[config.mk]
export PLATFORM = sky130hd
export DESIGN_NAME = isafid_top
export DESIGN_NICKNAME = d
export VERILOG_FILES = /design/src/isafid_pkg.sv /design/src/isafid_top.sv
export SDC_FILE = /design/constraint.sdc
export NUM_CORES = 1
export LEC_CHECK = 0
export ABC_CLOCK_PERIOD_IN_PS = 1200
export BUFFER_PORTS_ARGS = -buffer_cell sky130_fd_sc_hd__buf_2
export CAP_MARGIN = 30
export CORE_MARGIN = 2
export CORE_UTILIZATION = 35
export DETAILED_ROUTE_END_ITERATION = 7
export PLACE_DENSITY = 0.8
export SETUP_SLACK_MARGIN = 0.02
export SLEW_MARGIN = 20
export SYNTH_ARGS = -nofsm -noshare
export SYNTH_HDL_FRONTEND = slang
export SYNTH_SLANG_ARGS = --single-unit
[constraint.sdc]
create_clock -name clk -period 1.2 [get_ports clk]
set_input_delay 0.24 -clock clk [delete_from_list [all_inputs] [get_ports clk]]
set_output_delay 0.24 -clock clk [all_outputs]
set_load 0.01 [all_outputs]
[src/isafid_pkg.sv]
// Constants for the instruction-set feature identification register.
// Assumes a single 64-bit read-only register reached by system-register read.
package isafid_pkg;
    localparam int          REG_W          = 64;
    localparam int          LO_W           = 36;
    localparam int          FLD_W          = 4;
    // Field positions (low bit)
    localparam int          HASH3_LSB      = 32;
    localparam int          RDMAC_LSB      = 28;
    localparam int          TMEM_LSB       = 24;
    localparam int          ATOM_LSB       = 20;
    localparam int          CRC_LSB        = 16;
    localparam int          SHA2_LSB       = 12;
    localparam int          SHA1_LSB       = 8;
    localparam int          AES_LSB        = 4;
    localparam int          RSV_LSB        = 0;
    // Field codes
    localparam logic [3:0]  HASH3_ON       = 4'h1;
    localparam logic [3:0]  RDMAC_CODE     = 4'h1;
    localparam logic [3:0]  TMEM_CODE      = 4'h0;
    localparam logic [3:0]  ATOM_CODE      = 4'h2;
    localparam logic [3:0]  CRC_CODE       = 4'h1;
    localparam logic [3:0]  SHA2_ON        = 4'h2;
    localparam logic [3:0]  SHA1_ON        = 4'h1;
    localparam logic [3:0]  AES_ON         = 4'h2;
    localparam logic [3:0]  FLD_OFF        = 4'h0;
    // Encoding of the register
    localparam logic [1:0]  ENC_OP0        = 2'h3;
    localparam logic [2:0]  ENC_OP1        = 3'h0;
    localparam logic [3:0]  ENC_CRN        = 4'h0;
    localparam logic [3:0]  ENC_CRM        = 4'h6;
    localparam logic [2:0]  ENC_OP2        = 3'h0;
    // Trap syndrome class and privilege levels
    localparam logic [5:0]  TRAP_CLASS     = 6'h18;
    localparam logic [1:0]  USER_LEVEL     = 2'h0;
    localparam logic [1:0]  KERNEL_LEVEL   = 2'h1;
    localparam logic [1:0]  HYP_LEVEL      = 2'h2;
    localparam logic [1:0]  MONITOR_LEVEL  = 2'h3;
    localparam logic [63:0] RESET_VAL      = 64'h0;

    typedef enum logic [1:0] {
        ISAFID_IDLE,
        ISAFID_DONE
    } isafid_phase_t;
endpackage

[src/isafid_top.sv]
// Feature identification register, lower fields, with read access checks.
// Assumes the pipeline presents one read request per cycle, synchronous to clk.
`timescale 1ns/1ns

module isafid_top
    import isafid_pkg::*;
#(
    parameter bit cipher_option_param = 1'b1
) (
    input  wire logic                   clk,
    input  wire logic                   rstn,
    input  wire logic                   ce,
    input  wire logic                   cipher_option_off_in,
    input  wire logic                   rd_req,
    input  wire logic [1:0]             rd_op0,
    input  wire logic [2:0]             rd_op1,
    input  wire logic [3:0]             rd_crn,
    input  wire logic [3:0]             rd_crm,
    input  wire logic [2:0]             rd_op2,
    input  wire logic [1:0]             current_priv_level,
    input  wire logic                   hyp_level_active,
    input  wire logic                   hyp_trap_general_ctl,
    input  wire logic                   hyp_trap_id_group3_ctl,
    output logic                        rd_valid,
    output logic [isafid_pkg::REG_W-1:0] rd_data,
    output logic                        trap_valid,
    output logic [1:0]                  trap_level,
    output logic [5:0]                  trap_class,
    output logic                        sel_miss
);
    import isafid_pkg::*;

    typedef struct packed {
        logic          strap_done;
        logic          cipher_on;
        logic          rd_valid;
        logic [63:0]   rd_data;
        logic          trap_valid;
        logic [1:0]    trap_level;
        logic [5:0]    trap_class;
        logic          sel_miss;
    } isafid_state_t;

    isafid_state_t st_q;
    isafid_state_t st_d;

    // Decode shared by the read path and the assertions
    function automatic logic is_this_reg(input logic [1:0] op0, input logic [2:0] op1,
                                         input logic [3:0] crn, input logic [3:0] crm,
                                         input logic [2:0] op2);
        is_this_reg = (op0 == ENC_OP0) && (op1 == ENC_OP1) && (crn == ENC_CRN)
                      && (crm == ENC_CRM) && (op2 == ENC_OP2);
    endfunction

    function automatic logic [63:0] feature_word(input logic on);
        logic [63:0] w;
        w = RESET_VAL;
        // Upper fields belong to another block and read zero here
        w[HASH3_LSB +: FLD_W] = on ? HASH3_ON : FLD_OFF;
        w[RDMAC_LSB +: FLD_W] = RDMAC_CODE;
        w[TMEM_LSB  +: FLD_W] = TMEM_CODE;
        w[ATOM_LSB  +: FLD_W] = ATOM_CODE;
        w[CRC_LSB   +: FLD_W] = CRC_CODE;
        w[SHA2_LSB  +: FLD_W] = on ? SHA2_ON : FLD_OFF;
        w[SHA1_LSB  +: FLD_W] = on ? SHA1_ON : FLD_OFF;
        w[AES_LSB   +: FLD_W] = on ? AES_ON : FLD_OFF;
        w[RSV_LSB   +: FLD_W] = FLD_OFF;
        feature_word = w;
    endfunction

    logic hit;
    assign hit = rd_req && is_this_reg(rd_op0, rd_op1, rd_crn, rd_crm, rd_op2);

    always_comb begin
        st_d            = st_q;
        st_d.rd_valid   = 1'b0;
        st_d.trap_valid = 1'b0;
        st_d.sel_miss   = 1'b0;
        st_d.rd_data    = RESET_VAL;
        st_d.trap_level = USER_LEVEL;
        st_d.trap_class = 6'h00;
        // Disable input caught once, on the first enabled edge after release
        if (!st_q.strap_done) begin
            st_d.strap_done = 1'b1;
            st_d.cipher_on  = cipher_option_param && !cipher_option_off_in;
        end else if (rd_req && !hit) begin
            // Other encodings are decoded elsewhere; flag them only
            st_d.sel_miss = 1'b1;
        end else if (hit) begin
            case (current_priv_level)
                USER_LEVEL: begin
                    st_d.trap_valid = 1'b1;
                    st_d.trap_class = TRAP_CLASS;
                    st_d.trap_level = (hyp_level_active && hyp_trap_general_ctl) ? HYP_LEVEL : KERNEL_LEVEL;
                end
                KERNEL_LEVEL: begin
                    if (hyp_level_active && hyp_trap_id_group3_ctl) begin
                        st_d.trap_valid = 1'b1;
                        st_d.trap_class = TRAP_CLASS;
                        st_d.trap_level = HYP_LEVEL;
                    end else begin
                        st_d.rd_valid = 1'b1;
                        st_d.rd_data  = feature_word(st_q.cipher_on);
                    end
                end
                default: begin
                    st_d.rd_valid = 1'b1;
                    st_d.rd_data  = feature_word(st_q.cipher_on);
                end
            endcase
        end
    end

    always_ff @(posedge clk or negedge rstn) begin
        if (!rstn) begin
            st_q <= '0;
        end else if (ce) begin
            st_q <= st_d;
        end
    end

    assign rd_valid   = st_q.rd_valid;
    assign rd_data    = st_q.rd_data;
    assign trap_valid = st_q.trap_valid;
    assign trap_level = st_q.trap_level;
    assign trap_class = st_q.trap_class;
    assign sel_miss   = st_q.sel_miss;
endmodule

# After elaboration in Yosys (flattened, before gate mapping)

Cells that the tools add are included.

Flip-flop bits (word level): 77
Input port bits: 26
Output and inout bits: 75

Equal/unequal tests: 3
Multiplexer cells: 11
Bitwise operators: 1
Reductions and logical operators: 15

Operators with widths:

| cell               | count |
|---|---|
| $mux 74            | 2 |
| $pmux 65 s2        | 1 |
| $mux 75            | 1 |
| $mux 65            | 1 |
| $pmux 9 s2         | 1 |
| $mux 9             | 1 |
| $logic_and 1x1->1  | 8 |
| $logic_not 3->1    | 2 |
| $eq 4x3->1 const B | 1 |
| $logic_not 4->1    | 1 |
| $mux 2             | 2 |
| $eq 2x1->1 const B | 1 |
| $eq 2x2->1 const B | 1 |
| $logic_not 1->1    | 2 |
| $logic_not 2->1    | 1 |
| $mux 1             | 2 |
| $reduce_and 2->1   | 1 |
| $not 1->1          | 1 |

# Logic depth before layout (Yosys ltp)

Gate-level depths: netlist (run 1).

Word-level depth: 10
Depth in mapped cells: 3

# Worst setup path after synthesis (run 1)

OpenSTA, ideal clock, no wires.

Path kind: register -> register
From: register st_q[76] (netlist name)
To: register st_q, in the netlist trap_level[1]
Setup time: 76 ps
Arrival: 995 ps
Data required time: 1124 ps
Path slack: 129 ps
Cell stages (with the launch flop): 4
Buffers on the path: 0
Cells stage by stage: dfrtp_1 nand3_1 or4_4 o2bb2ai_2

Cells in the longest elaborated chain, start to end: 1

Ends and longest elaborated chain:

| what                   | line              | text |
|---|---|---|
| start, declared        | isafid_top.sv:44  | `isafid_state_t st_q;` |
| start signal, assigned | isafid_top.sv:118 | `st_q <= st_d;` |
| $mux 75                | isafid_top.sv:83  | `if (!st_q.strap_done) begin` |

No other way between the ends.
A chain may end at the register's enable or synchronous reset.

# Worst setup path after layout (run 1)

Same ends and word-level chain as after synthesis.

==> metrics.txt, run 1 <==
# TYPE chip_impl_metric gauge
chip_impl_metric{name="final-seq-area",unit="um^2"} 200
chip_impl_metric{name="grt_start_max_net_pins",unit=""} 9
chip_impl_metric{name="maxCapViolCount",unit=""} 0
chip_impl_metric{name="globalRoute.totalOverflow",unit=""} 0
chip_impl_metric{name="cts-root-to-sink-buffers",unit=""} 2
chip_impl_metric{name="ir_drop",unit="V"} 0.000450
chip_impl_info{name="ys_top_cells_by_area",value="buf_4, dfrtp_1, nor4b_2, o2bb2ai_1, o2bb2ai_2"} 1
chip_impl_metric{name="seq_area_frac_synth",unit="%"} 20.8
chip_impl_metric{name="min_period_over_period",unit="%"} 96.0
chip_impl_info{name="clk_root_buffer_cell",value="clkbuf_4"} 1
chip_impl_metric{name="antenna_left",unit=""} 0
chip_impl_metric{name="final.fill_count",unit=""} 276
chip_impl_metric{name="final.hold.worst_slack",unit="ns"} 0.189
chip_impl_metric{name="drt_iter0_drc",unit=""} 8
chip_impl_metric{name="gr-usage-all-layers",unit="%"} 8.09
chip_impl_metric{name="routed_via_density",unit=""} 3.58
chip_impl_metric{name="pin_count",unit=""} 101
chip_impl_info{name="setup_repair_after_global_routing_missed_its_margin",value="false"} 1
chip_impl_metric{name="finClkSkew",unit="ns"} 0.00451
chip_impl_metric{name="drive_above_1_share",unit="%"} 38.6
chip_impl_metric{name="n_antenna_cell",unit=""} 0
chip_impl_info{name="tritoncts",value="yes"} 1
chip_impl_metric{name="setup_total_negative_slack",unit="ns"} 0
chip_impl_metric{name="period_needed",unit="ns"} 1.15
chip_impl_metric{name="firstDrtPassIters",unit=""} 4
chip_impl_metric{name="core_area",unit="um^2"} 2540
chip_impl_info{name="min_path_type",value="primary input to flip-flop"} 1
chip_impl_metric{name="ctsHtreeMaxLevel",unit=""} 1
chip_impl_metric{name="die_outline_area",unit="um^2"} 3180
chip_impl_metric{name="final_nets",unit=""} 168
chip_impl_metric{name="syn_to_final_growth",unit="%"} -3.13
chip_impl_info{name="most_common_cell_after_layout_fill_and_taps_aside",value="conb_1"} 1
chip_impl_info{name="worstSetupStartpointType",value="flip-flop"} 1
chip_impl_metric{name="die_width",unit="um"} 56.4
chip_impl_metric{name="hold_violations",unit=""} 0
chip_impl_metric{name="detail_route.drc_violations",unit=""} 0
chip_impl_metric{name="synth_seq_cells",unit=""} 8
chip_impl_info{name="mostFrequentLayoutCells",value="conb_1, buf_2, dfrtp_1"} 1
chip_impl_metric{name="path_max_fanout",unit=""} 3
chip_impl_metric{name="netlist_area",unit="um^2"} 961
chip_impl_metric{name="total_power",unit="W"} 0.000662
chip_impl_info{name="critical_path_class",value="flip-flop to flip-flop"} 1
chip_impl_metric{name="grt_pass1_vias",unit=""} 461
chip_impl_metric{name="gpl.final_weighted_congestion",unit=""} 0.721
chip_impl_metric{name="netlist-cell-type-count",unit=""} 23
chip_impl_metric{name="setup_viol",unit=""} 0
chip_impl_metric{name="post-synth-top-area-fraction",unit="%"} 56.3
chip_impl_info{name="outcome",value="finished, final reports clean"} 1
chip_impl_info{name="worst_setup_path_end_kind",value="flip-flop"} 1
chip_impl_info{name="synth_top_cell_by_area",value="buf_4"} 1
chip_impl_metric{name="power_density",unit="nW/um^2"} 712
chip_impl_metric{name="die-height",unit="um"} 56.4
chip_impl_metric{name="detail_route.wirelength",unit="mm"} 1.45
chip_impl_metric{name="cts_made_buffers",unit=""} 3
chip_impl_metric{name="crit_arrival",unit="ns"} 1.33
chip_impl_metric{name="multi_input_area",unit="um^2"} 447
chip_impl_metric{name="clock_network_latency_to_the_later_pin_of_the_worst_skew_pair",unit="ns"} 0.25
chip_impl_metric{name="leakage",unit="nW"} 0.567
chip_impl_metric{name="synth.yosys.warnings",unit=""} 0
chip_impl_metric{name="non_filler_cells_final",unit=""} 170
chip_impl_metric{name="maxClockFrequency",unit="MHz"} 868
chip_impl_metric{name="initial_core_util",unit="%"} 37.8
chip_impl_metric{name="route.detailed.wl_per_inst",unit="um"} 8.52
chip_impl_metric{name="finalMaxSlewViolations",unit=""} 0
chip_impl_metric{name="crit_required",unit="ns"} 1.37
chip_impl_metric{name="synthesis.instances",unit=""} 107
chip_impl_metric{name="detailroute.via_count",unit=""} 608
chip_impl_metric{name="grt_pass1_wl",unit="mm"} 1.94
chip_impl_metric{name="port_buffers",unit=""} 39
chip_impl_metric{name="path_clk_slew",unit="ns"} 0.06
chip_impl_metric{name="rows",unit=""} 18
chip_impl_metric{name="dp_hpwl",unit="mm"} 1.29
chip_impl_metric{name="cts_num_sinks",unit=""} 8
chip_impl_metric{name="dp_cells",unit=""} 165
chip_impl_metric{name="initial_antenna_violation_count",unit=""} 0
chip_impl_metric{name="synthesis.area_per_instance",unit="um^2"} 8.98
## sequential cells by signal (all words and copies together), names as in the netlist
name,count
st_q,2
trap_level,2
sel_miss,1
trap_class,1
rd_data,2
## worst paths after layout
path | slack, ns | end | cells past startpoint | from
worst max-delay path | 0.05 | trap_level[1] | 3 | st_q[76]
worst min-delay path | 0.19 | st_q[75] | 2 | cipher_option_off_in
worst max register to register | 0.05 | trap_level[1] | 3 | st_q[76]
worst min register to register | 0.48 | trap_level[0] | 2 | trap_level[0]
max in group asynchronous | 0.67 | trap_level[1] | 2 | rstn
min in group asynchronous | 0.36 | trap_level[0] | 2 | rstn
## critical path: stages, from the launching register on
cell and delay (ns):
dfrtp_1 0.37, nand3_2 0.09, or4_4 0.49, o2bb2ai_2 0.12
## per-stage QoR
stage	utilization, %	cell area, um^2	worst slack, ns
3_5_place_dp	34.8	886	-0.0591
3_3_place_gp	34.8	886	-0.0298
5_1_grt	36.6	931	0.0136
4_1_cts	36.1	918	0.0292
6_report	36.6	931	0.0483
2_1_floorplan	-	1190	0.129
## metal layers
layer | track usage (%) | routed length [um]
met1 | 6.63 | 430
met2 | 14.3 | 769
met4 | 7.14 | 21
met5 | 0 | 0
met3 | 3.69 | 227
## synthesized netlist by cell type, drive strengths merged
master   number
nand2         3
o2bb2ai       4
o31ai         1
nand4         1
or4           1
o211ai        1
conb          1
or3           1
nor4          1
a21boi        1
buf          72
nand3         1
a22o          1
a21oi         1
o21ai         2
inv           1
nor4b         2
dfrtp         8
and3          1
or2           1
nand2b        1
and4bb        1
## cells by family (layout without fill, tap and decap cells)
| group | count (synthesis) | count (layout) | share of synthesized area [%] |
|---|---|---|---|
| buffers and inverters | 73 | 46 | 56.6 |
| AND/OR/NAND/NOR | 14 | 14 | 12.5 |
| AO/OA/AOI/OAI | 11 | 11 | 9.64 |
| flip-flops | 8 | 8 | 20.8 |
| other | 1 | 61 | 0.390 |
## area by class of cell
class                   instances  share of cell area, %
flip-flops and latches          8                   21.5
repair buffers                 42                   23.7
inverters                       1                  0.403
clock buffers                   3                   2.42
multi-input cells              86                   48.0
well taps                      30                   4.03
## where the power goes
part	internal (W)	switching, W	total (W)
registers	0.000277	0.00000445	0.000282
logic	0.0000505	0.000128	0.000179
clock network	0.000114	0.0000879	0.000202
## repair_timing
item	4_1_cts	5_1_grt
buffers inserted	0	1
endpoints found under the setup margin	0	1
gates resized for setup	0	1
hold endpoints to repair	8	0
hold buffers	1	0
(Power assumes the default switching activity.)
==> inputs of run 2 (changes only) <==
Settings changed: PLACE_DENSITY 0.8 to 0.76.
==> metrics.txt, run 2 (synthesis gave the netlist of run 1 again) <==
# TYPE chip_impl_metric gauge
chip_impl_metric{name="power_density",unit="nW/um^2"} 715
chip_impl_metric{name="clock_network_latency_to_the_later_pin_of_the_worst_skew_pair",unit="ns"} 0.26
chip_impl_metric{name="period_needed",unit="ns"} 1.12
chip_impl_metric{name="route.detailed.wl_per_inst",unit="um"} 8.40
chip_impl_info{name="tritoncts",value="yes"} 1
chip_impl_info{name="min_path_type",value="primary input to flip-flop"} 1
chip_impl_metric{name="multi_input_area",unit="um^2"} 447
chip_impl_metric{name="p_seq_share",unit="%"} 42.2
chip_impl_metric{name="total_power",unit="W"} 0.000666
chip_impl_metric{name="proportion_of_power_drawn_by_the_clock_network",unit="%"} 31.0
chip_impl_metric{name="final-seq-area",unit="um^2"} 200
chip_impl_metric{name="hold_violations",unit=""} 0
chip_impl_info{name="outcome",value="finished, final reports clean"} 1
chip_impl_metric{name="r2r_cells",unit=""} 3
chip_impl_metric{name="ir_drop",unit="V"} 0.000369
chip_impl_metric{name="die-height",unit="um"} 56.4
chip_impl_metric{name="cts_made_buffers",unit=""} 3
chip_impl_metric{name="n_antenna_cell",unit=""} 0
chip_impl_metric{name="die_outline_area",unit="um^2"} 3180
chip_impl_metric{name="dp_hpwl",unit="mm"} 1.28
chip_impl_metric{name="core_area",unit="um^2"} 2540
chip_impl_metric{name="initial_core_util",unit="%"} 37.8
chip_impl_metric{name="maxCapViolCount",unit=""} 0
chip_impl_metric{name="fin_util",unit="%"} 36.6
chip_impl_metric{name="crit_required",unit="ns"} 1.38
chip_impl_metric{name="final.fill_count",unit=""} 275
chip_impl_metric{name="min_period_over_period",unit="%"} 93.3
chip_impl_metric{name="die_width",unit="um"} 56.4
chip_impl_metric{name="detail_route.drc_violations",unit=""} 0
chip_impl_metric{name="gpl.final_weighted_congestion",unit=""} 0.708
chip_impl_metric{name="port_buffers",unit=""} 39
chip_impl_metric{name="drt_iter0_drc",unit=""} 4
chip_impl_metric{name="power.switching",unit="W"} 0.000224
chip_impl_metric{name="finClkSkew",unit="ns"} 0.00372
chip_impl_metric{name="power_report.internal_total",unit="W"} 0.000442
chip_impl_metric{name="finalMaxSlewViolations",unit=""} 0
chip_impl_metric{name="initial_antenna_violation_count",unit=""} 0
chip_impl_metric{name="antenna_left",unit=""} 0
chip_impl_metric{name="cts_num_sinks",unit=""} 8
chip_impl_info{name="mostFrequentLayoutCells",value="conb_1, buf_2, dfrtp_1"} 1
chip_impl_metric{name="path_clk_slew",unit="ns"} 0.05
chip_impl_metric{name="maxClockFrequency",unit="MHz"} 893
chip_impl_metric{name="leakage",unit="nW"} 0.567
chip_impl_info{name="worst_setup_path_end_kind",value="flip-flop"} 1
chip_impl_metric{name="path_max_fanout",unit=""} 2
chip_impl_metric{name="globalRoute.totalOverflow",unit=""} 0
chip_impl_info{name="worstSetupStartpointType",value="flip-flop"} 1
chip_impl_metric{name="detail_route.wirelength",unit="mm"} 1.43
chip_impl_metric{name="firstDrtPassIters",unit=""} 4
chip_impl_metric{name="cts-root-to-sink-buffers",unit=""} 2
chip_impl_metric{name="grt_pass1_vias",unit=""} 497
chip_impl_metric{name="gr-usage-all-layers",unit="%"} 8.51
chip_impl_metric{name="rows",unit=""} 18
chip_impl_metric{name="setup_viol",unit=""} 0
chip_impl_metric{name="hold_depth",unit=""} 2
chip_impl_metric{name="pin_count",unit=""} 101
chip_impl_info{name="critical_path_class",value="flip-flop to flip-flop"} 1
chip_impl_metric{name="combinationalPowerShare",unit="%"} 26.8
chip_impl_metric{name="routed_via_density",unit=""} 3.67
chip_impl_metric{name="syn_to_final_growth",unit="%"} -3.13
chip_impl_metric{name="grt_start_max_net_pins",unit=""} 9
chip_impl_metric{name="crit_arrival",unit="ns"} 1.30
chip_impl_metric{name="p_sw_share",unit="%"} 33.6
chip_impl_metric{name="detailroute.via_count",unit=""} 624
chip_impl_metric{name="grt_pass1_wl",unit="mm"} 2.06
chip_impl_info{name="most_common_cell_after_layout_fill_and_taps_aside",value="conb_1"} 1
chip_impl_info{name="setup_repair_after_global_routing_missed_its_margin",value="false"} 1
chip_impl_metric{name="ctsHtreeMaxLevel",unit=""} 1
chip_impl_metric{name="drive_above_1_share",unit="%"} 38.6
chip_impl_metric{name="final_nets",unit=""} 168
chip_impl_info{name="clk_root_buffer_cell",value="clkbuf_4"} 1
==> run 2: metal layers <==
metal  track usage [%]  routed length, um  part of all wire (%)  up-vias
met4              7.14                 44                   3.1        0
met2              15.3                762                    53       50
li1                  -                  -                     -      289
met5                 0                  0                     0        -
met3              2.53                180                    13        5
met1              7.72                439                    31      280
==> run 2: critical path, cell delays in order (launching register included) <==
cell       delay (ns)
dfrtp_1          0.36
nand3_2          0.09
or4_4            0.48
o2bb2ai_2        0.12
==> run 2: worst paths after layout <==
path	startpoint	end	slack, ns
setup / recovery	st_q[76]	trap_level[1]	0.08
hold / removal	cipher_option_off_in	st_q[75]	0.16
min in group asynchronous	rstn	rd_data[28]	0.36
hold reg to reg	st_q[75]	st_q[75]	0.48
setup reg to reg	st_q[76]	trap_level[1]	0.08
max in group asynchronous	rstn	st_q[76]	0.67
==> run 2: timing repair <==
action / in CTS / in global routing
endpoints found under the setup margin: 1 / 1
hold endpoints to repair: 8 / 0
gates resized for setup: 0 / 1
hold buffers: 1 / 0
buffers inserted: 1 / 0
==> run 2: stage by stage <==
step	std cells	TNS, ns	hold slack (ns)	cell area (um^2)	setup slack (ns)
after global routing	170	0	0.178	931	0.0261
after floorplan	167	0	-0.0556	1190	0.129
after CTS	170	0	0.164	926	0.0610
after detailed placement	165	-0.122	0.0945	886	-0.0684
after global placement	165	-0.0471	0.0878	886	-0.0319
final	170	0	0.163	931	0.0799
==> run 2: power by group through the flow <==
| stage | sequential [W] | clock (W) | combinational [W] |
|---|---|---|---|
| after global routing | 0.000282 | 0.000235 | 0.000200 |
| after global placement | 0.000286 | 0 | 0.000169 |
| after CTS | 0.000281 | 0.000212 | 0.000174 |
| after floorplan | 0.000286 | 0 | 0.000256 |
| final | 0.000281 | 0.000206 | 0.000179 |
| after detailed placement | 0.000286 | 0 | 0.000172 |
==> run 2: final cells by class <==
| type | count | area share (%) |
|---|---|---|
| well taps | 30 | 4.03 |
| inverters | 1 | 0.403 |
| flip-flops and latches | 8 | 21.5 |
| clock buffers | 3 | 2.42 |
| repair buffers | 42 | 23.7 |
| multi-input cells | 86 | 48.0 |
